<file path="src/logic/usfl_consts.vh">
// constants of the uart status flag logic: offsets, fields, resets, counts
`ifndef USFL_CONSTS_VH
`define USFL_CONSTS_VH
// register byte offsets
`define USFL_OFS_STAT   8'h00
`define USFL_OFS_CTRL   8'h04
`define USFL_OFS_CFG    8'h08
`define USFL_OFS_DLOW   8'h0C
`define USFL_OFS_DHIGH  8'h10
`define USFL_OFS_BAUD   8'h14
// status bit positions
`define USFL_ST_TX_HOLDING_EMPTY_FLAG    7
`define USFL_ST_TC      6
`define USFL_ST_RX_HOLDING_FULL_FLAG    5
`define USFL_ST_IDLE    4
`define USFL_ST_OR      3
`define USFL_ST_NF      2
`define USFL_ST_FE      1
`define USFL_ST_PF      0
// control bit positions
`define USFL_CT_TIE     7
`define USFL_CT_TX_DONE_IRQ_ENABLE    6
`define USFL_CT_RIE     5
`define USFL_CT_IDLE_LINE_IRQ_ENABLE    4
`define USFL_CT_TE      3
`define USFL_CT_RE      2
`define USFL_CT_RWU     1
`define USFL_CT_SBK     0
// config bit positions
`define USFL_CF_NINE    2
`define USFL_CF_PEN     1
`define USFL_CF_PODD    0
// data high bit positions
`define USFL_DH_R8      7
`define USFL_DH_T8      6
// reset values
`define USFL_STAT_RST   8'hC0
`define USFL_CTRL_RST   8'h00
`define USFL_CFG_RST    3'h0
`define USFL_BAUD_RST   16'h0004
// frame lengths in bits and oversampling
`define USFL_LEN8       4'hA
`define USFL_LEN9       4'hB
`define USFL_OVS_LAST   4'hF
`define USFL_SMP_A      4'h7
`define USFL_SMP_B      4'h8
`define USFL_SMP_C      4'h9
`endif

</file>
<file path="src/logic/usfl_tx_shift.v">
// transmit shifter: sends one prepared frame lsb first
`timescale 1ns/1ps
`default_nettype none
`include "usfl_consts.vh"
module usfl_tx_shift (
    input  wire        clk_in,
    input  wire        rst_n_in,
    input  wire        tick_in,
    input  wire        load_in,
    input  wire [10:0] word_in,
    input  wire [3:0]  len_in,
    output reg         busy_out,
    output reg         txd_out
);
    reg [10:0] sh_r;   // frame bits still to go
    reg [3:0]  left_r; // bits left in frame
    reg [3:0]  ph_r;   // oversample phase
    // one bit per sixteen ticks; line high when not busy
    always @(posedge clk_in or negedge rst_n_in) begin
        if (!rst_n_in) begin
            sh_r     <= 11'h7FF;
            left_r   <= 4'h0;
            ph_r     <= 4'h0;
            busy_out <= 1'b0;
            txd_out  <= 1'b1;
        end else if (load_in && !busy_out) begin
            sh_r     <= word_in;
            left_r   <= len_in;
            ph_r     <= 4'h0;
            busy_out <= 1'b1;
            txd_out  <= word_in[0];
        end else if (busy_out && tick_in) begin
            if (ph_r == `USFL_OVS_LAST) begin
                ph_r <= 4'h0;
                if (left_r == 4'h1) begin
                    busy_out <= 1'b0;
                    txd_out  <= 1'b1;
                end else begin
                    sh_r    <= {1'b1, sh_r[10:1]};
                    left_r  <= left_r - 4'h1;
                    txd_out <= sh_r[1];
                end
            end else begin
                ph_r <= ph_r + 4'h1;
            end
        end
    end
endmodule // usfl_tx_shift
`default_nettype wire

</file>
<file path="src/logic/usfl_rx_shift.v">
// receive shifter: majority sampling, noise, stop check, idle count
`timescale 1ns/1ps
`default_nettype none
`include "usfl_consts.vh"
module usfl_rx_shift (
    input  wire       clk_in,
    input  wire       rst_n_in,
    input  wire       tick_in,
    input  wire       en_in,
    input  wire       nine_in,
    input  wire       rxd_in,
    output reg        done_out,
    output reg  [8:0] data_out,
    output reg        stop_ok_out,
    output reg        noise_out,
    output reg        idle_out
);
    reg       run_r;  // frame in progress
    reg [3:0] ph_r;   // oversample phase
    reg [3:0] bitn_r; // bit index in frame
    reg [3:0] ones_r; // consecutive idle ones
    reg [1:0] smp_r;  // first two centre samples of this bit
    reg [8:0] dat_r;  // shifted data
    reg       nz_r;   // noise seen this frame
    wire [3:0] len_w = nine_in ? `USFL_LEN9 : `USFL_LEN8;
    // third sample is the live pin; only this bit's samples vote, so an edge never reads as noise
    wire       maj_w = (smp_r[1] & smp_r[0]) | (smp_r[1] & rxd_in) | (smp_r[0] & rxd_in);
    wire       nzb_w = !((smp_r[1] == smp_r[0]) && (smp_r[0] == rxd_in));
    // frame and idle sequencing
    always @(posedge clk_in or negedge rst_n_in) begin
        if (!rst_n_in) begin
            run_r       <= 1'b0;
            ph_r        <= 4'h0;
            bitn_r      <= 4'h0;
            ones_r      <= 4'h0;
            smp_r       <= 2'h3;
            dat_r       <= 9'h000;
            nz_r        <= 1'b0;
            done_out    <= 1'b0;
            data_out    <= 9'h000;
            stop_ok_out <= 1'b0;
            noise_out   <= 1'b0;
            idle_out    <= 1'b0;
        end else begin
            done_out <= 1'b0;
            idle_out <= 1'b0;
            if (tick_in) begin
                ph_r <= ph_r + 4'h1;
                if (!run_r) begin
                    if (en_in && !rxd_in) begin
                        run_r  <= 1'b1;
                        ph_r   <= 4'h1;
                        bitn_r <= 4'h0;
                        nz_r   <= 1'b0;
                        ones_r <= 4'h0;
                    end else if (ph_r == `USFL_OVS_LAST && ones_r != len_w) begin
                        // idle counted from the stop bit onward
                        ones_r   <= rxd_in ? ones_r + 4'h1 : 4'h0;
                        idle_out <= rxd_in && (ones_r == len_w - 4'h1);
                    end
                end else if (ph_r == `USFL_SMP_A || ph_r == `USFL_SMP_B) begin
                    smp_r <= {smp_r[0], rxd_in};
                end else if (ph_r == `USFL_SMP_C) begin
                    bitn_r <= bitn_r + 4'h1;
                    nz_r   <= nz_r | nzb_w;
                    if (bitn_r == 4'h0 && maj_w) begin
                        run_r <= 1'b0; // false start
                    end else if (bitn_r == len_w - 4'h1) begin
                        run_r       <= 1'b0;
                        ph_r        <= 4'h0;
                        ones_r      <= maj_w ? 4'h1 : 4'h0;
                        done_out    <= 1'b1;
                        stop_ok_out <= maj_w;
                        noise_out   <= nz_r | nzb_w;
                        data_out    <= nine_in ? dat_r : {1'b0, dat_r[8:1]};
                    end else if (bitn_r != 4'h0) begin
                        dat_r <= {maj_w, dat_r[8:1]};
                    end
                end
            end
        end
    end
endmodule // usfl_rx_shift
`default_nettype wire

</file>
<file path="src/logic/usfl_top.v">
// serial port status flags with ahb-lite register slave
//
// The implementer's own choices: the placing of the registers and the AHB-Lite slave port.
`timescale 1ns/1ps
`default_nettype none
`include "usfl_consts.vh"
module usfl_top (
    input  wire        sys_clk_in,
    input  wire        rst_n_in,
    input  wire        hsel_in,
    input  wire [7:0]  haddr_in,
    input  wire [1:0]  htrans_in,
    input  wire        hwrite_in,
    input  wire [2:0]  hsize_in,
    input  wire [31:0] hwdata_in,
    input  wire        hready_in,
    output reg  [31:0] hrdata_out,
    output wire        hreadyout_out,
    output wire        hresp_out,
    input  wire        rxd_in,
    output wire        txd_out,
    output wire        irq_req_out
);
    // word index match, shared by address and data phase decode
    function sel;
        input [7:0] a;
        input [7:0] o;
        begin
            sel = (a[7:2] == o[7:2]);
        end
    endfunction

    // reset release through two flops
    reg rst_meta_r;   // first stage, read by second only
    reg rst_sync_n_r; // released reset used everywhere
    always @(posedge sys_clk_in or negedge rst_n_in) begin
        if (!rst_n_in) begin
            rst_meta_r   <= 1'b0;
            rst_sync_n_r <= 1'b0;
        end else begin
            rst_meta_r   <= 1'b1;
            rst_sync_n_r <= rst_meta_r;
        end
    end

    // software registers
    reg [7:0]  ctrl_r;    // enables, tx/rx enable, standby, break
    reg [2:0]  cfg_r;     // format, parity enable, parity odd
    reg [15:0] baud_r;    // sixteen-times tick divisor
    reg [8:0]  tx_hold_r; // queued character incl ninth bit
    reg [8:0]  rx_data_r; // received character incl ninth bit
    reg        tx_full_r; // holding register awaits shifter
    reg        pre_r;     // idle preamble queued
    reg        te_d_r;    // transmit enable last cycle
    // status flags
    reg tx_holding_empty_flag_r, tc_r, rx_holding_full_flag_r, idle_r, or_r, nf_r, fe_r, pf_r;
    reg [7:0] armed_r;    // flags seen set by a status read
    reg       idle_ok_r;  // idle may be flagged again
    // bus data phase
    reg       wr_pend_r;  // write data expected this cycle
    reg [7:0] wa_r;       // captured write address
    // baud tick
    reg [15:0] div_r;     // divider count
    reg        tick_r;    // one-cycle sixteen-times enable

    wire te_w   = ctrl_r[`USFL_CT_TE];
    wire re_w   = ctrl_r[`USFL_CT_RE];
    wire rwu_w  = ctrl_r[`USFL_CT_RWU];
    wire sbk_w  = ctrl_r[`USFL_CT_SBK];
    wire nine_w = cfg_r[`USFL_CF_NINE];
    wire pen_w  = cfg_r[`USFL_CF_PEN];
    wire podd_w = cfg_r[`USFL_CF_PODD];
    wire [7:0] stat_w = {tx_holding_empty_flag_r, tc_r, rx_holding_full_flag_r, idle_r, or_r, nf_r, fe_r, pf_r};

    // zero wait states, always okay
    assign hreadyout_out = 1'b1;
    assign hresp_out     = 1'b0;

    // transfer decode
    wire acc_w   = hsel_in && htrans_in[1] && hready_in;
    wire rd_w    = acc_w && !hwrite_in;
    wire st_rd_w = rd_w && sel(haddr_in, `USFL_OFS_STAT);
    wire dl_rd_w = rd_w && sel(haddr_in, `USFL_OFS_DLOW);
    wire dl_wr_w = wr_pend_r && sel(wa_r, `USFL_OFS_DLOW);
    wire dh_wr_w = wr_pend_r && sel(wa_r, `USFL_OFS_DHIGH);
    wire ct_wr_w = wr_pend_r && sel(wa_r, `USFL_OFS_CTRL);
    wire cf_wr_w = wr_pend_r && sel(wa_r, `USFL_OFS_CFG);
    wire bd_wr_w = wr_pend_r && sel(wa_r, `USFL_OFS_BAUD);

    // armed clears: status read first, then the data access
    wire clr_tx_holding_empty_flag_w = dl_wr_w && armed_r[`USFL_ST_TX_HOLDING_EMPTY_FLAG];
    wire clr_tc_w   = dl_wr_w && armed_r[`USFL_ST_TC];
    wire clr_rx_holding_full_flag_w = dl_rd_w && armed_r[`USFL_ST_RX_HOLDING_FULL_FLAG];
    wire clr_idle_w = dl_rd_w && armed_r[`USFL_ST_IDLE];
    wire clr_or_w   = dl_rd_w && armed_r[`USFL_ST_OR];
    wire clr_nf_w   = dl_rd_w && armed_r[`USFL_ST_NF];
    wire clr_fe_w   = dl_rd_w && armed_r[`USFL_ST_FE];
    wire clr_pf_w   = dl_rd_w && armed_r[`USFL_ST_PF];

    // baud divider: a zero divisor stops both shifters
    always @(posedge sys_clk_in or negedge rst_sync_n_r) begin
        if (!rst_sync_n_r) begin
            div_r  <= 16'h0000;
            tick_r <= 1'b0;
        end else if (baud_r == 16'h0000) begin
            div_r  <= 16'h0000;
            tick_r <= 1'b0;
        end else if (div_r >= baud_r - 16'h0001) begin
            div_r  <= 16'h0000;
            tick_r <= 1'b1;
        end else begin
            div_r  <= div_r + 16'h0001;
            tick_r <= 1'b0;
        end
    end

    // transmit side: pick preamble, then break, then data
    wire       tx_busy_w;           // shifter sending
    wire       tx_txd_w;            // shifter line level
    wire [3:0] len_w = nine_w ? `USFL_LEN9 : `USFL_LEN8;
    // parity bit zero when the ones count matches the type
    wire par8_w = (^tx_hold_r[6:0]) ^ podd_w;
    wire par9_w = (^tx_hold_r[7:0]) ^ podd_w;
    wire hi8_w  = pen_w ? par8_w : tx_hold_r[7];
    wire hi9_w  = pen_w ? par9_w : tx_hold_r[8];
    wire [10:0] dword_w = nine_w ? {1'b1, hi9_w, tx_hold_r[7:0], 1'b0}
                                 : {2'b11, hi8_w, tx_hold_r[6:0], 1'b0};
    wire        go_w    = te_w && !tx_busy_w && (pre_r || sbk_w || tx_full_r);
    wire        dgo_w   = go_w && !pre_r && !sbk_w;  // data frame loads
    wire [10:0] word_w  = pre_r ? 11'h7FF : (sbk_w ? 11'h000 : dword_w);

    usfl_tx_shift u_tx (
        .clk_in   (sys_clk_in),
        .rst_n_in (rst_sync_n_r),
        .tick_in  (tick_r),
        .load_in  (go_w),
        .word_in  (word_w),
        .len_in   (len_w),
        .busy_out (tx_busy_w),
        .txd_out  (tx_txd_w)
    );
    // line idles high when nothing is sent or tx disabled
    assign txd_out = (te_w && tx_busy_w) ? tx_txd_w : 1'b1;

    // nothing queued and nothing on the line
    wire tx_quiet_w = !tx_busy_w && !go_w && !tx_full_r && !pre_r && !sbk_w;
    // queueing data, preamble or break
    wire te_rise_w  = te_w && !te_d_r;
    wire queue_w    = dl_wr_w || te_rise_w || sbk_w;

    // receive side
    wire       rx_done_w;     // frame stop bit sampled
    wire [8:0] rx_word_w;     // frame data
    wire       rx_stop_ok_w;  // stop bit was one
    wire       rx_noise_w;    // samples disagreed
    wire       rx_idle_w;     // idle character seen

    // reception blocked while a framing error stands
    usfl_rx_shift u_rx (
        .clk_in      (sys_clk_in),
        .rst_n_in    (rst_sync_n_r),
        .tick_in     (tick_r),
        .en_in       (re_w && !fe_r),
        .nine_in     (nine_w),
        .rxd_in      (rxd_in),
        .done_out    (rx_done_w),
        .data_out    (rx_word_w),
        .stop_ok_out (rx_stop_ok_w),
        .noise_out   (rx_noise_w),
        .idle_out    (rx_idle_w)
    );

    // parity of the whole field incl parity bit against the type
    wire rx_ones_w = nine_w ? (^rx_word_w) : (^rx_word_w[7:0]);
    wire rx_perr_w = pen_w && (rx_ones_w != podd_w);
    // a held character or standing overrun rejects the new one
    wire rx_over_w = rx_done_w && (rx_holding_full_flag_r || or_r);
    wire rx_take_w = rx_done_w && !rx_holding_full_flag_r && !or_r;

    // flag next values: hardware set beats software clear except tc
    reg tx_holding_empty_flag_nxt, tc_nxt, rx_holding_full_flag_nxt, idle_nxt, or_nxt, nf_nxt, fe_nxt, pf_nxt;
    always @* begin
        // transmit empty: shifter load wins over the clear
        tx_holding_empty_flag_nxt = tx_holding_empty_flag_r;
        if (dgo_w)
            tx_holding_empty_flag_nxt = 1'b1;
        else if (clr_tx_holding_empty_flag_w)
            tx_holding_empty_flag_nxt = 1'b0;
        // transmit complete: any clear or busy term wins
        tc_nxt = tc_r;
        if (tx_holding_empty_flag_nxt && tx_quiet_w)
            tc_nxt = 1'b1;
        if (tx_busy_w || go_w)
            tc_nxt = 1'b0;
        if (clr_tc_w || queue_w)
            tc_nxt = 1'b0;
        // receive full
        rx_holding_full_flag_nxt = rx_holding_full_flag_r;
        if (rx_take_w)
            rx_holding_full_flag_nxt = 1'b1;
        else if (clr_rx_holding_full_flag_w)
            rx_holding_full_flag_nxt = 1'b0;
        // idle line, held off in standby
        idle_nxt = idle_r;
        if (rx_idle_w && idle_ok_r && !rwu_w)
            idle_nxt = 1'b1;
        else if (clr_idle_w)
            idle_nxt = 1'b0;
        // overrun stands until its own armed clear
        or_nxt = or_r;
        if (rx_over_w)
            or_nxt = 1'b1;
        else if (clr_or_w)
            or_nxt = 1'b0;
        // noise, only with a taken frame
        nf_nxt = nf_r;
        if (rx_take_w && rx_noise_w)
            nf_nxt = 1'b1;
        else if (clr_nf_w)
            nf_nxt = 1'b0;
        // framing error, only with a taken frame
        fe_nxt = fe_r;
        if (rx_take_w && !rx_stop_ok_w)
            fe_nxt = 1'b1;
        else if (clr_fe_w)
            fe_nxt = 1'b0;
        // parity error, only with a taken frame
        pf_nxt = pf_r;
        if (rx_take_w && rx_perr_w)
            pf_nxt = 1'b1;
        else if (clr_pf_w)
            pf_nxt = 1'b0;
    end

    // flag registers and their arming
    always @(posedge sys_clk_in or negedge rst_sync_n_r) begin
        if (!rst_sync_n_r) begin
            {tx_holding_empty_flag_r, tc_r, rx_holding_full_flag_r, idle_r, or_r, nf_r, fe_r, pf_r} <= `USFL_STAT_RST;
            armed_r   <= 8'h00;
            idle_ok_r <= 1'b1;
        end else begin
            tx_holding_empty_flag_r <= tx_holding_empty_flag_nxt;
            tc_r   <= tc_nxt;
            rx_holding_full_flag_r <= rx_holding_full_flag_nxt;
            idle_r <= idle_nxt;
            or_r   <= or_nxt;
            nf_r   <= nf_nxt;
            fe_r   <= fe_nxt;
            pf_r   <= pf_nxt;
            // a status read arms the flags it saw set
            if (st_rd_w)
                armed_r <= stat_w;
            else if (dl_rd_w)
                armed_r <= armed_r & 8'hC0;
            else if (dl_wr_w)
                armed_r <= armed_r & 8'h3F;
            // idle rearmed only by a freshly full receive register
            if (rx_take_w)
                idle_ok_r <= 1'b1;
            else if (clr_idle_w)
                idle_ok_r <= 1'b0;
        end
    end

    // received data kept on overrun, new character dropped
    always @(posedge sys_clk_in or negedge rst_sync_n_r) begin
        if (!rst_sync_n_r)
            rx_data_r <= 9'h000;
        else if (rx_take_w)
            rx_data_r <= rx_word_w;
    end

    // bus address phase capture, read data from flops
    always @(posedge sys_clk_in or negedge rst_sync_n_r) begin
        if (!rst_sync_n_r) begin
            wr_pend_r  <= 1'b0;
            wa_r       <= 8'h00;
            hrdata_out <= 32'h00000000;
        end else begin
            wr_pend_r <= acc_w && hwrite_in;
            if (acc_w)
                wa_r <= haddr_in;
            if (rd_w) begin
                // unmapped words read as zero
                if (sel(haddr_in, `USFL_OFS_STAT))
                    hrdata_out <= {24'h000000, stat_w};
                else if (sel(haddr_in, `USFL_OFS_CTRL))
                    hrdata_out <= {24'h000000, ctrl_r};
                else if (sel(haddr_in, `USFL_OFS_CFG))
                    hrdata_out <= {29'h00000000, cfg_r};
                else if (sel(haddr_in, `USFL_OFS_DLOW))
                    hrdata_out <= {24'h000000, rx_data_r[7:0]};
                else if (sel(haddr_in, `USFL_OFS_DHIGH))
                    hrdata_out <= {24'h000000, rx_data_r[8], tx_hold_r[8], 6'h00};
                else if (sel(haddr_in, `USFL_OFS_BAUD))
                    hrdata_out <= {16'h0000, baud_r};
                else
                    hrdata_out <= 32'h00000000;
            end
        end
    end

    // register writes in the data phase; status writes do nothing
    always @(posedge sys_clk_in or negedge rst_sync_n_r) begin
        if (!rst_sync_n_r) begin
            ctrl_r    <= `USFL_CTRL_RST;
            cfg_r     <= `USFL_CFG_RST;
            baud_r    <= `USFL_BAUD_RST;
            tx_hold_r <= 9'h000;
            tx_full_r <= 1'b0;
            pre_r     <= 1'b0;
            te_d_r    <= 1'b0;
        end else begin
            te_d_r <= te_w;
            if (ct_wr_w)
                ctrl_r <= hwdata_in[7:0];
            if (cf_wr_w)
                cfg_r <= hwdata_in[2:0];
            if (bd_wr_w)
                baud_r <= hwdata_in[15:0];
            if (dh_wr_w)
                tx_hold_r[8] <= hwdata_in[`USFL_DH_T8];
            // preamble queued on enable, dropped once loaded
            if (te_rise_w)
                pre_r <= 1'b1;
            else if (go_w && pre_r)
                pre_r <= 1'b0;
            // data write queues a character, shifter load frees it
            if (dl_wr_w) begin
                tx_hold_r[7:0] <= hwdata_in[7:0];
                tx_full_r      <= 1'b1;
            end else if (dgo_w) begin
                tx_full_r <= 1'b0;
            end
        end
    end

    // interrupt requests, one enable per source group
    assign irq_req_out = (ctrl_r[`USFL_CT_TIE] && tx_holding_empty_flag_r)
                      || (ctrl_r[`USFL_CT_TX_DONE_IRQ_ENABLE] && tc_r)
                      || (ctrl_r[`USFL_CT_RIE] && !rwu_w && (rx_holding_full_flag_r || or_r))
                      || (ctrl_r[`USFL_CT_IDLE_LINE_IRQ_ENABLE] && idle_r);

    // hsize only ever whole words here
    wire unused_w = &{1'b0, hsize_in, hwdata_in[31:16]};
endmodule // usfl_top
`default_nettype wire

</file>
<file path="config.mk">
export PLATFORM = sky130hd
export DESIGN_NAME = usfl_top
export DESIGN_NICKNAME = d
export VERILOG_FILES = /design/src/logic/usfl_tx_shift.v /design/src/logic/usfl_rx_shift.v /design/src/logic/usfl_top.v
export VERILOG_INCLUDE_DIRS = /design/src /design/src/logic
export SDC_FILE = /design/constraint.sdc
export NUM_CORES = 1
export LEC_CHECK = 0
export CAP_MARGIN = 20
export CORE_MARGIN = 4
export CORE_UTILIZATION = 58
export DETAILED_ROUTE_END_ITERATION = 16
export DONT_BUFFER_PORTS = 1
export PLACE_DENSITY = 0.79
export REMOVE_ABC_BUFFERS = 1
export SYNTH_ARGS = -nofsm -noshare
export SYNTH_HDL_FRONTEND = slang
export SYNTH_SLANG_ARGS = --single-unit
</file>
<file path="constraint.sdc">
create_clock -name sys_clk_in -period 4.6 [get_ports sys_clk_in]
set_input_delay 0 -clock sys_clk_in [delete_from_list [all_inputs] [get_ports sys_clk_in]]
set_output_delay 0 -clock sys_clk_in [all_outputs]
set_load 0.03 [all_outputs]
</file>
Yosys cells after proc, flatten, opt, wreduce, memory -nomap -nowiden
Index checks and enable logic that the tools add are counted.
{"block": "classes", "eq_ne": 28, "n_reduce_logical": 112, "muxes": 102, "n_addsub": 8, "n_bitwise": 11, "order_cmp": 1}
{"cell": "$mux 16", "count": 8}
{"cell": "$mux 4", "count": 25}
{"cell": "$mux 11", "count": 6}
{"cell": "$mux 1", "count": 58}
{"cell": "$logic_and 1x1->1", "count": 53}
{"cell": "$reduce_bool 2->1", "count": 15}
{"cell": "$eq 6x2->1 const B", "count": 4}
{"cell": "$eq 6x3->1 const B", "count": 4}
{"cell": "$mux 8", "count": 3}
{"cell": "$add 16x1->16 const B", "count": 1}
{"cell": "$add 4x1->4 const B", "count": 4}
{"cell": "$eq 4x4->1 const B", "count": 4}
{"cell": "$ge 16x16->1", "count": 1}
{"cell": "$logic_not 16->1", "count": 1}
{"cell": "$reduce_xor 8->1", "count": 2}
{"cell": "$sub 16x1->16 const B", "count": 1}
{"cell": "$logic_not 1->1", "count": 14}
{"cell": "$eq 6x1->1 const B", "count": 2}
{"cell": "$reduce_and 6->1", "count": 2}
{"cell": "$logic_or 1x1->1", "count": 11}
{"cell": "$mux 10", "count": 1}
{"cell": "$ne 2x2->1 const B", "count": 5}
{"cell": "$mux 9", "count": 1}
{"cell": "$reduce_and 3->1", "count": 3}
{"cell": "other kinds (21)", "count": 33}
{"block": "totals", "input_bits": 51, "word_cells": 306, "output_inout_bits": 36, "regBits": 184}

Depth between registers and ports, before layout
Gate-level depths: netlist of run 1.
{"block": "logic_depth", "word_depth": 12, "ltp_mapped": 13, "ltp_nobuf": 11}

Hierarchy
A second synthesis of run 1 with hierarchy kept.
{"block": "hier_totals", "cells_unflattened": 805, "area_unflattened_um2": 8518.2}
{"mod": "usfl_top", "seq_area_each_um2": 2657.5, "area_each_um2": 5516.5, "instances": 1, "cells_each": 508}
{"mod": "usfl_rx_shift", "seq_area_each_um2": 953.4, "area_each_um2": 1971.9, "instances": 1, "cells_each": 180}
{"mod": "usfl_tx_shift", "seq_area_each_um2": 514.2, "area_each_um2": 1029.7, "instances": 1, "cells_each": 117}

Worst setup path after synthesis of run 1
Ideal clock, no wire load.
{"block": "synth_path", "path_type": "register to register", "start": "register baud_r[3]", "end": "register div_r[5]", "path_buffers": 1, "path_slack_ps": 1513, "stages_incl_launch_ff": 13, "setup_time_ps": 94, "t_arrival_ps": 2992, "period_less_slack_ps": 3087, "t_required_ps": 4506, "cell_sequence": "dfrtp_1 > nor4_1 > nand2_1 > or4_4 > nor3_1 > xnor2_1 > ha_1 > a21o_1 > a21oi_1 > o21a_1 > o21ai_1 > buf_2 > a211oi_1"}
{"block": "synth_between", "elab_chain_cells": 4, "elab_cells_between_ends": 5, "classes_between": "add/sub: 1; order compare: 1; mux: 2; reduce/logical: 1"}
{"element": "start: declaration", "line_no": "usfl_top.v:49", "text": "reg [15:0] baud_r;"}
{"element": "start signal: assignment", "line_no": "usfl_top.v:308", "text": "baud_r <= `USFL_BAUD_RST;"}
{"element": "start signal: assignment", "line_no": "usfl_top.v:320", "text": "baud_r <= hwdata_in[15:0];"}
{"element": "$sub 16x1->16", "line_no": "usfl_top.v:108", "text": "end else if (div_r >= baud_r - 16'h0001) begin"}
{"element": "$ge 16x16->1", "line_no": "usfl_top.v:108"}
{"element": "$mux 16", "line_no": "usfl_top.v:108"}
{"element": "$mux 16 (*)", "line_no": "usfl_top.v:105", "text": "end else if (baud_r == 16'h0000) begin"}
{"element": "end signal: assignment", "line_no": "usfl_top.v:112", "text": "div_r <= div_r + 16'h0001;"}
{"element": "end: declaration", "line_no": "usfl_top.v:63", "text": "reg [15:0] div_r;"}
Mark *: on every way between the ends. The rest lies on a longest branch, timed or not.
A chain may end at the register's enable or synchronous reset.

Worst setup path after layout of run 1
{"block": "layout_path", "start": "register baud_r[3]", "end": "register div_r[3]"}
The elaborated chain is that of the path after synthesis.

==> impl_metrics.py, run 1 <==
metrics = {
    "timing": {
        "relSlewSlack_pct": 35.0,
        "post-route-period-util_pct": 79.3,
        "fin_ws_ns": 0.954,
        "finClkSkew_ns": 0.00777,
        "rsz0062_at_grt": "no",
        "holdWs_ns": 0.0542,
        "finalCriticalPeriod_ns": 3.65,
        "drv_slew": 0,
        "hold_viol": 0,
        "worst_pin_slew_ns": 0.976,
        "tns_ns": 0,
        "fmax_ghz": 0.274,
        "setup_viol": 0,
    },
    "floorplanning": {
        "core_sq_mm": 0.0140,
        "dieArea_sq_mm": 0.0165,
        "fp.dieH_microns": 128,
        "die_w_microns": 128,
        "start_util_pct": 59.9,
        "num_io_pins": 87,
        "rows": 43,
    },
    "drt": {
        "wl_microns": 19500,
        "routed_via_density": 6.17,
        "drc": 0,
        "drtIter0Drc": 673,
        "firstDrtPassIters": 8,
        "via_count": 6272,
        "ant_nets": 0,
        "routedWlPerCell_microns": 19.2,
    },
    "global_route": {
        "grt_pass1_vias": 6378,
        "grt_max_degree": 163,
        "grt_pass1_wl_microns": 32700,
        "antenna_found_initial": 0,
        "grt.total_usage_pct": 25.0,
        "grt-ovfl-total": 0,
    },
    "yosys": {
        "synthFlopType": "dfrtp_1",
        "yosysWarnings": 0,
        "synth_common_cells": "dfrtp_1 (147), nand2_1 (88), mux2_2 (61)",
        "synth_top_cell_by_area": "dfrtp_1",
        "netlist_instances": 795,
        "ys_async_sr_fraction_pct": 100,
        "netlist_area_sq_mm": 0.00842,
        "synth_top_cell_area_share_pct": 43.7,
        "synth_area_leaders": "dfrtp_1 (44%), mux2_2 (8.2%), dfstp_2 (5.3%)",
        "ys_seq_area_share_pct": 49.0,
        "avgSynthCellArea_sq_um": 10.6,
        "ys_seq_elements": 164,
        "synth_enable_flop_cells": 0,
        "synth.most_common_cell": "dfrtp_1",
        "synthDistinctLibCells": 69,
    },
    "place": {
        "gp_congestion": 0.934,
        "place_hpwl_microns": 12900,
        "place_ws_ns": 0.834,
        "place_area_sq_mm": 0.00854,
        "portBuffers": 0,
    },
    "layout": {
        "layout.nets": 903,
        "seq_area_sq_mm": 0.00413,
        "diodes": 0,
        "area_growth_pct": 12.4,
        "fin_area_sq_mm": 0.00946,
        "postLayoutCoreUtil_pct": 67.4,
        "nFillCells": 1012,
        "multi_input_area_sq_mm": 0.00399,
        "drive_above_1_share_pct": 15.9,
    },
    "cts": {
        "cts_setup_buffers": 0,
        "cts_tree": "yes",
        "ctsRootBufferMaster": "clkbuf_16",
        "cts_buffer_depth": 2,
        "cts.sinks": 164,
        "numCtsBuffers": 17,
        "htreeDepth": 4,
        "clock_latency_ns": 0.43,
        "cts.clk_slew.worst_paths_ns": 0.06,
    },
    "setup_path": {
        "critPathMaxFanout": 11,
        "endpoint_kind": "flip-flop",
        "critPathRequiredTime_ns": 4.93,
        "start_kind": "flip-flop",
        "critPathKind": "flip-flop to flip-flop",
        "arrival_ns": 3.97,
    },
    "min_path": {
        "holdCritPathClass": "primary input to flip-flop",
    },
    "run": {
        "cap_violations": 0,
    },
    "run_status": {
        "outcome": "finished, final reports clean",
    },
    "power": {
        "leakagePower_uw": 0.00416,
        "powerDensity_mw_per_mm2": 443,
        "vdd_drop_max_mv": 0.305,
    },
}
registers in the layout, summed over array words and instances (netlist names), 2 cells and up:
name,flops
hrdata_out,16
u_rx.ones_r,4
u_rx.smp_r,2
wa_r,6
armed_r,7
u_tx.left_r,4
tx_hold_r,9
div_r,16
u_rx.ph_r,4
rx_data_r,9
baud_r,16
u_rx.data_out,9
u_rx.dat_r,9
u_tx.ph_r,4
u_rx.bitn_r,4
cfg_r,3
u_tx.sh_r,10
ctrl_r,8
cell type report:
class	instances	share of cell area, %
well taps	180	2.38
repair buffers	38	3.90
clock buffers	20	4.93
flip-flops and latches	164	43.6
inverters	27	1.07
multi-input cells	575	42.2
clock inverters	12	1.88
metal layers:
| layer | up-vias | track usage [%] | part of all wire, % |
|---|---|---|---|
| li1 | 2876 | - | - |
| met1 | 3122 | 33.1 | 42 |
| met2 | 238 | 41.3 | 49 |
| met3 | 36 | 4.82 | 6.4 |
| met4 | 0 | 9.05 | 2.2 |
| met5 | - | 0 | 0 |
path summary, 6_finish.rpt:
kind                                        startpoint                         to  slack [ns]  depth (start not counted)
worst max-delay path             baud_r[3]$_DFFE_PN0P_         div_r[3]$_DFF_PN0_        0.95                         12
worst min-delay path                       haddr_in[2]  hrdata_out[1]$_DFFE_PN0P_        0.05                          4
worst max register to register   baud_r[3]$_DFFE_PN0P_         div_r[3]$_DFF_PN0_        0.95                         12
worst min register to register    rst_meta_r$_DFF_PN0_     rst_sync_n_r$_DFF_PN0_        0.36                          0
max in group asynchronous       rst_sync_n_r$_DFF_PN0_      baud_r[1]$_DFFE_PN0P_        3.39                          1
min in group asynchronous                     rst_n_in     rst_sync_n_r$_DFF_PN0_        0.32                          2
critical path: stages, from the launching register on:
cell      delay, ns
dfrtp_1        0.46
nor4_1         0.53
nand2_1        0.21
or4_4          0.53
nor3_1         0.19
xnor2_1        0.15
ha_1           0.26
a21o_1         0.18
a21oi_1        0.21
o21a_1         0.18
o21ai_1        0.17
buf_4          0.23
a211oi_1       0.25
repair_timing:
action,4_1_cts,5_1_grt
gates resized for setup,0,0
endpoints found under the hold margin,61,0
hold buffers,27,0
cell families after synthesis:
logic type	synth area share [%]
buffers and inverters	4.33
xor gates and xnor gates	5.37
other	0.0892
and+or+nand+nor	13.9
DFF	49.0
AOI/OAI and AO/OA	13.6
adders and majority gates	4.31
muxes	9.35
placed cells by master, fill, tap and decap left out, types with 3 or more instances in the layout:
| cell | instances |
|---|---|
| nor3b_1 | 4 |
| xor2_1 | 19 |
| xnor2_1 | 30 |
| nand3_1 | 16 |
| clkbuf_8 | 3 |
| and3_1 | 5 |
| conb_1 | 19 |
| inv_1 | 26 |
| dfstp_2 | 17 |
| dfrtp_1 | 146 |
| buf_4 | 9 |
| and2_1 | 5 |
| ha_1 | 29 |
| or3_1 | 7 |
| a21oi_1 | 40 |
| mux2_2 | 61 |
| a222oi_1 | 7 |
| nand2b_1 | 6 |
| bufinv_16 | 4 |
| dlygate4sd3_1 | 27 |
| nand4_1 | 9 |
| nor2b_1 | 5 |
| nor4_1 | 4 |
| nand2_1 | 88 |
| a22o_1 | 16 |
| clkbuf_16 | 17 |
| nor2_1 | 42 |
| a21o_1 | 17 |
| o22ai_1 | 7 |
| clkinvlp_4 | 4 |
| o31ai_1 | 3 |
| a211oi_1 | 18 |
| mux2i_1 | 10 |
| o21ai_0 | 44 |
| nand3b_1 | 5 |
| nor3_1 | 18 |
metrics by stage:
stage | total power [uW] | instances
after floorplan | 2410 | 766
after global placement | 2560 | 955
after detailed placement | 2630 | 956
after CTS | 4200 | 1015
after global routing | 4400 | 1016
final | 4190 | 1016
power breakdown:
group,internal (uW),leakage [uW],switching [uW]
Sequential,1630,0.00202,242
Combinational,363,0.00184,426
Clock,951,0.000304,581
Note: power is estimated with default switching activity, not from simulation.
==> inputs of run 2 (changes only) <==
- CORE_UTILIZATION: 58 -> 60
- clock period: 4.6 -> 3.7 ns (I/O delays scaled with it)
==> run 2 against run 1 <==
Compared with the run above: clock power is 9.8% higher; critical path depth decreased by 1; worst hold slack got worse by 0.021 ns; core utilization up 0.63 points; critical endpoint is now div_r[11]$_DFF_PN0_.
==> impl_metrics.py, run 2 (same netlist as run 1, synthesis figures left out) <==
metrics = {
    "run_status": {
        "outcome": "finished, final reports clean",
    },
    "floorplanning": {
        "die_w_microns": 126,
        "fp.dieH_microns": 126,
        "rows": 43,
        "num_io_pins": 87,
        "start_util_pct": 60.9,
        "core_sq_mm": 0.0138,
        "dieArea_sq_mm": 0.0160,
    },
    "setup_path": {
        "critical_path_buf_inv_count": 0,
        "critPathMaxFanout": 15,
        "worstPathCellList": "nor4_2 -> nand2_1 -> or4_4 -> nor3_1 -> xnor2_1 -> ha_1 -> a21o_1 -> a21oi_1 -> o21a_1 -> o21ai_2 -> a211oi_1",
        "endpoint_kind": "flip-flop",
        "crit_path_max_incr_delay_ns": 0.53,
        "critPathRequiredTime_ns": 4.02,
        "critPathKind": "flip-flop to flip-flop",
        "critPathSlowestCell": "or4_4",
        "start_kind": "flip-flop",
        "critPathTopFamily": "simple AND/OR/NAND/NOR gates",
        "arrival_ns": 3.73,
    },
    "cts": {
        "htreeDepth": 4,
        "cts_setup_buffers": 0,
        "ctsRootBufferMaster": "clkbuf_16",
        "numCtsBuffers": 17,
        "cts.sinks": 164,
        "cts.clk_slew.worst_paths_ns": 0.07,
        "clock_latency_ns": 0.43,
        "cts_buffer_depth": 2,
        "cts_tree": "yes",
    },
    "timing": {
        "finClkSkew_ns": 0.0103,
        "rsz0062_at_grt": "no",
        "finalCriticalPeriod_ns": 3.41,
        "worst_pin_slew_ns": 1.08,
        "hold_viol": 0,
        "relSlewSlack_pct": 27.3,
        "setup_viol": 0,
        "fmax_ghz": 0.293,
        "drv_slew": 0,
        "fin_ws_ns": 0.292,
        "post-route-period-util_pct": 92.1,
    },
    "drt": {
        "drc": 0,
        "firstDrtPassIters": 6,
        "wl_microns": 19900,
        "routedWlPerCell_microns": 19.6,
        "drtIter0Drc": 616,
        "ant_nets": 0,
        "via_count": 6312,
        "routed_via_density": 6.19,
    },
    "power": {
        "p_total_uw": 4980,
        "powerDensity_mw_per_mm2": 530,
        "vdd_drop_max_mv": 0.344,
        "leakagePower_uw": 0.00415,
    },
    "global_route": {
        "grt.total_usage_pct": 25.8,
        "antenna_found_initial": 0,
        "grt_pass1_vias": 6419,
        "grt_pass1_wl_microns": 32900,
        "grt-ovfl-total": 0,
        "grt_max_degree": 68,
    },
    "place": {
        "place_hpwl_microns": 13700,
        "place_ws_ns": 0.0243,
        "gp_congestion": 0.926,
        "portBuffers": 0,
        "placed_cells": 959,
        "place_area_sq_mm": 0.00856,
    },
    "layout": {
        "drive_above_1_share_pct": 16.1,
        "final_common_cell": "dfrtp_1",
        "fin_area_sq_mm": 0.00940,
        "final_cells": 1019,
        "layout.nets": 906,
        "largestRegisters": "baud_r x16, div_r x16, hrdata_out x16",
        "postLayoutCoreUtil_pct": 68.0,
        "layout_common_cells": "dfrtp_1 (146), nand2_1 (88), mux2_2 (61)",
        "area_growth_pct": 11.7,
        "diodes": 0,
    },
    "run": {
        "cap_violations": 0,
    },
    "min_path": {
        "holdCritPathClass": "primary input to flip-flop",
    },
}
[run 2: cell type report]
type | count | area, sq um
Fill cell | 998 | 4420
Sequential cell | 164 | 4130
Multi-Input combinational cell | 575 | 4000
Clock buffer | 23 | 478
Timing Repair Buffer | 41 | 388
Tap cell | 180 | 225
Inverter | 27 | 101
Clock inverter | 9 | 80.1
[run 2: worst paths after layout]
check	from	end	slack, ns	cells after the start
worst min register to register	rst_meta_r$_DFF_PN0_	rst_sync_n_r$_DFF_PN0_	0.36	0
min in group asynchronous	rst_n_in	rst_sync_n_r$_DFF_PN0_	0.32	2
worst max register to register	baud_r[3]$_DFFE_PN0P_	div_r[11]$_DFF_PN0_	0.29	11
worst min-delay path	htrans_in[1]	wa_r[4]$_DFFE_PN0P_	0.03	2
worst max-delay path	baud_r[3]$_DFFE_PN0P_	div_r[11]$_DFF_PN0_	0.29	11
max in group asynchronous	rst_sync_n_r$_DFF_PN0_	wa_r[7]$_DFFE_PN0P_	2.30	1
[run 2: per-layer routing]
layer  wire length [microns]  up-vias  global-route usage [%]
li1                        -     2888                       -
met1                    8290     3161                    33.1
met2                    9980      220                    42.8
met3                    1170       43                    5.98
met4                     500        0                    9.72
met5                       0        -                       0
[run 2: through the flow]
stage	TNS, ns	hold WS, ns
after global routing	0	0.0558
final	0	0.0332
after detailed placement	0	-0.296
after CTS	0	0.0344
after global placement	0	-0.296
after floorplan	-170.86	-0.296
[run 2: where the power goes]
group          total [uW]  internal (uW)  switching [uW]  leakage (uW)
sequential           2330           2020             301       0.00202
combinational         976            448             528       0.00186
clock                1680            976             702      0.000277
[run 2: what timing repair did]
item / 4_1_cts / 5_1_grt
gates resized for setup: 1 / 1
setup endpoints to repair: 4 / 14
hold endpoints to repair: 61 / 0
hold buffers: 27 / 0
pin swaps: 0 / 0
==> inputs of run 3 (changes only) <==
- ABC_AREA: default -> 1
==> run 3 against run 2 <==
Compared with the run above: global-route usage down 0.92 points; die area is 2.5% higher; highest routed layer unchanged; first-iteration DRC count fell by 3.6%; sequential share of layout area shrank 0.94 points; maximum frequency increased by 10%; non-clock buffer count is 10 lower; clock power grew 7%; setup slack improved by 0.32 ns; sequential power decreased by 16%; clock skew barely moved; critical endpoint is now div_r[14]$_DFF_PN0_; core utilization rose by 0.69 points; critical path type unchanged; synthesized cell count increased by 32%; largest cell class unchanged.
==> impl_metrics.py, run 3 <==
metrics = {
    "yosys": {
        "synthFlopType": "dfrtp_1",
        "synth_area_leaders": "dfrtp_1 (43%), nand2_1 (11%), o21ai_0 (6.5%)",
        "netlist_area_sq_mm": 0.00865,
        "netlist_instances": 1049,
        "synth_top_cell_area_share_pct": 42.5,
        "synth_top_cell_by_area": "dfrtp_1",
        "yosysWarnings": 0,
        "synth_common_cells": "nand2_1 (243), dfrtp_1 (147), inv_1 (128)",
        "synth_enable_flop_cells": 0,
        "ys_seq_elements": 164,
        "ys_async_sr_fraction_pct": 100,
        "synth.most_common_cell": "nand2_1",
        "ys_seq_area_share_pct": 47.7,
        "avgSynthCellArea_sq_um": 8.24,
        "synthDistinctLibCells": 47,
    },
    "layout": {
        "layout.nets": 1157,
        "drive_above_1_share_pct": 8.72,
        "area_growth_pct": 11.1,
        "diodes": 0,
        "nFillCells": 1114,
        "layout_common_cells": "nand2_1 (243), dfrtp_1 (146), inv_1 (128)",
        "postLayoutCoreUtil_pct": 68.7,
        "largestRegisters": "baud_r x16, div_r x16, hrdata_out x16",
        "final_common_cell": "nand2_1",
    },
    "drt": {
        "via_count": 6927,
        "drtIter0Drc": 594,
        "firstDrtPassIters": 5,
        "drc": 0,
        "wl_microns": 19400,
        "routed_via_density": 5.45,
        "ant_nets": 0,
        "routedWlPerCell_microns": 15.3,
    },
    "setup_path": {
        "critPathSlowestCell": "dfrtp_1",
        "worstPathCellList": "inv_1 -> ha_1 -> nand2_1 -> nor2_1 -> nand2_1 -> nor2_1 -> nand3_1 -> nor2_1 -> xor2_1 -> inv_1 -> ha_1 -> nand2_1 -> inv_1 -> nand3_1 -> nor3_1 -> nand3_1 -> nand3_1 -> buf_4 -> nor2_1",
        "arrival_ns": 3.40,
        "critical_path_buf_inv_count": 4,
        "critPathRequiredTime_ns": 4.01,
        "crit_path_max_incr_delay_ns": 0.41,
        "critPathKind": "flip-flop to flip-flop",
        "start_kind": "flip-flop",
        "critPathTopFamily": "simple AND/OR/NAND/NOR gates",
        "critPathMaxFanout": 17,
        "endpoint_kind": "flip-flop",
    },
    "timing": {
        "drv_slew": 0,
        "finClkSkew_ns": 0.0103,
        "rsz0062_at_grt": "no",
        "fmax_ghz": 0.324,
        "relSlewSlack_pct": 35.7,
        "worst_pin_slew_ns": 0.962,
        "post-route-period-util_pct": 83.4,
        "hold_viol": 0,
        "finalCriticalPeriod_ns": 3.08,
        "fin_ws_ns": 0.616,
        "setup_viol": 0,
    },
    "global_route": {
        "antenna_found_initial": 0,
        "met2_usage_pct": 41.9,
        "busiest_layer": "met2",
        "grt-ovfl-total": 0,
        "grt_pass1_wl_microns": 32400,
        "grt_max_degree": 70,
        "grtUsageMet3_pct": 4.92,
        "grt_use_met1_pct": 32.9,
        "grt_pass1_vias": 6721,
        "grt.total_usage_pct": 24.9,
    },
    "place": {
        "place_hpwl_microns": 13700,
        "gp_congestion": 0.929,
        "place_ws_ns": 0.628,
        "portBuffers": 0,
    },
    "floorplanning": {
        "die_w_microns": 128,
        "fp.dieH_microns": 128,
        "rows": 43,
        "dieArea_sq_mm": 0.0164,
        "core_sq_mm": 0.0140,
        "num_io_pins": 87,
        "start_util_pct": 61.8,
    },
    "min_path": {
        "holdCritPathClass": "primary input to flip-flop",
    },
    "cts": {
        "cts.sinks": 164,
        "numCtsBuffers": 17,
        "cts.clk_slew.worst_paths_ns": 0.07,
        "clock_latency_ns": 0.43,
        "htreeDepth": 4,
        "cts_buffer_depth": 2,
        "cts_resized": 0,
        "cts_tree": "yes",
        "ctsRootBufferMaster": "clkbuf_16",
    },
    "power": {
        "leakagePower_uw": 0.00480,
        "powerDensity_mw_per_mm2": 426,
        "vdd_drop_max_mv": 0.385,
    },
    "run": {
        "cap_violations": 0,
    },
    "run_status": {
        "outcome": "finished, final reports clean",
    },
}
run 3: changes by cell type after synthesis, sizes merged, moves of 16 or more:
| cell | before | now |
|---|---|---|
| a22o | 16 | 0 |
| a211oi | 18 | 1 |
| nor2 | 43 | 102 |
| a21o | 17 | 0 |
| xnor2 | 30 | 10 |
| inv | 26 | 131 |
| mux2 | 61 | 13 |
| nand2 | 88 | 244 |
| o21ai | 45 | 115 |
| nand3 | 16 | 73 |
run 3: area by class of cell:
| type | instances | area (sq um) | area share, % |
|---|---|---|---|
| sequential | 164 | 4130 | 43.0 |
| multi-input combinational | 731 | 3840 | 40.0 |
| inverter | 132 | 500 | 5.21 |
| clock buffer | 20 | 457 | 4.75 |
| timing repair buffer | 31 | 313 | 3.25 |
| tap | 180 | 225 | 2.34 |
| clock inverter | 12 | 146 | 1.52 |
run 3: power breakdown:
part	switching, uW	total, uW	internal [uW]
combinational	224	337	114
sequential	92.7	1960	1870
clock	757	1800	1040
total	1070	4100	3020
run 3: worst paths after layout:
path,start,end,slack [ns],depth (start not counted)
max,baud_r[0]$_DFFE_PN0P_,div_r[14]$_DFF_PN0_,0.62,19
min in group asynchronous,rst_n_in,rst_sync_n_r$_DFF_PN0_,0.34,2
min,haddr_in[3],armed_r[3]$_DFFE_PN0P_,0.009,5
min reg2reg,rst_meta_r$_DFF_PN0_,rst_sync_n_r$_DFF_PN0_,0.35,0
max in group asynchronous,rst_sync_n_r$_DFF_PN0_,u_rx.done_out$_DFF_PN0_,2.31,1
max reg2reg,baud_r[0]$_DFFE_PN0P_,div_r[14]$_DFF_PN0_,0.62,19
run 3: logic make-up after synthesis:
family	share of synthesized area, %
buffers and inverters	8.62
AO/OA/AOI/OAI	11.4
XOR/XNOR	3.24
multiplexers	1.69
AND/OR/NAND/NOR	23.1
flip-flops	47.7
other	0.0869
adder cells (fa/ha/maj)	4.20
run 3: worst min-delay path: stages:
cell	delay, ns
nor2_1	0.04
nand3_1	0.10
nor2_2	0.11
nand2_1	0.09
nand2_1	0.06
run 3: per-stage QoR:
stage	setup TNS [ns]	total power (uW)	hold slack (ns)	instance area, sq um	cells
2_1_floorplan	-170.86	2200	-0.296	8470	1027
3_3_place_gp	0	2280	-0.296	8740	1211
3_5_place_dp	0	2300	-0.296	8740	1211
4_1_cts	0	4110	0.000999	9610	1270
5_1_grt	0	4250	0.0552	9610	1270
6_report	0	4100	0.00934	9610	1270
run 3: timing repair:
action,4_1_cts,5_1_grt
endpoints found under the hold margin,58,0
hold buffers,27,0
buffers inserted,0,0
run 3: routing by layer:
metal  vias to the layer above  share of wire, %
li1                       3431                 -
met1                      3266                43
met2                       200                49
met3                        30               5.8
met4                         0               1.7
met5                         -                 0
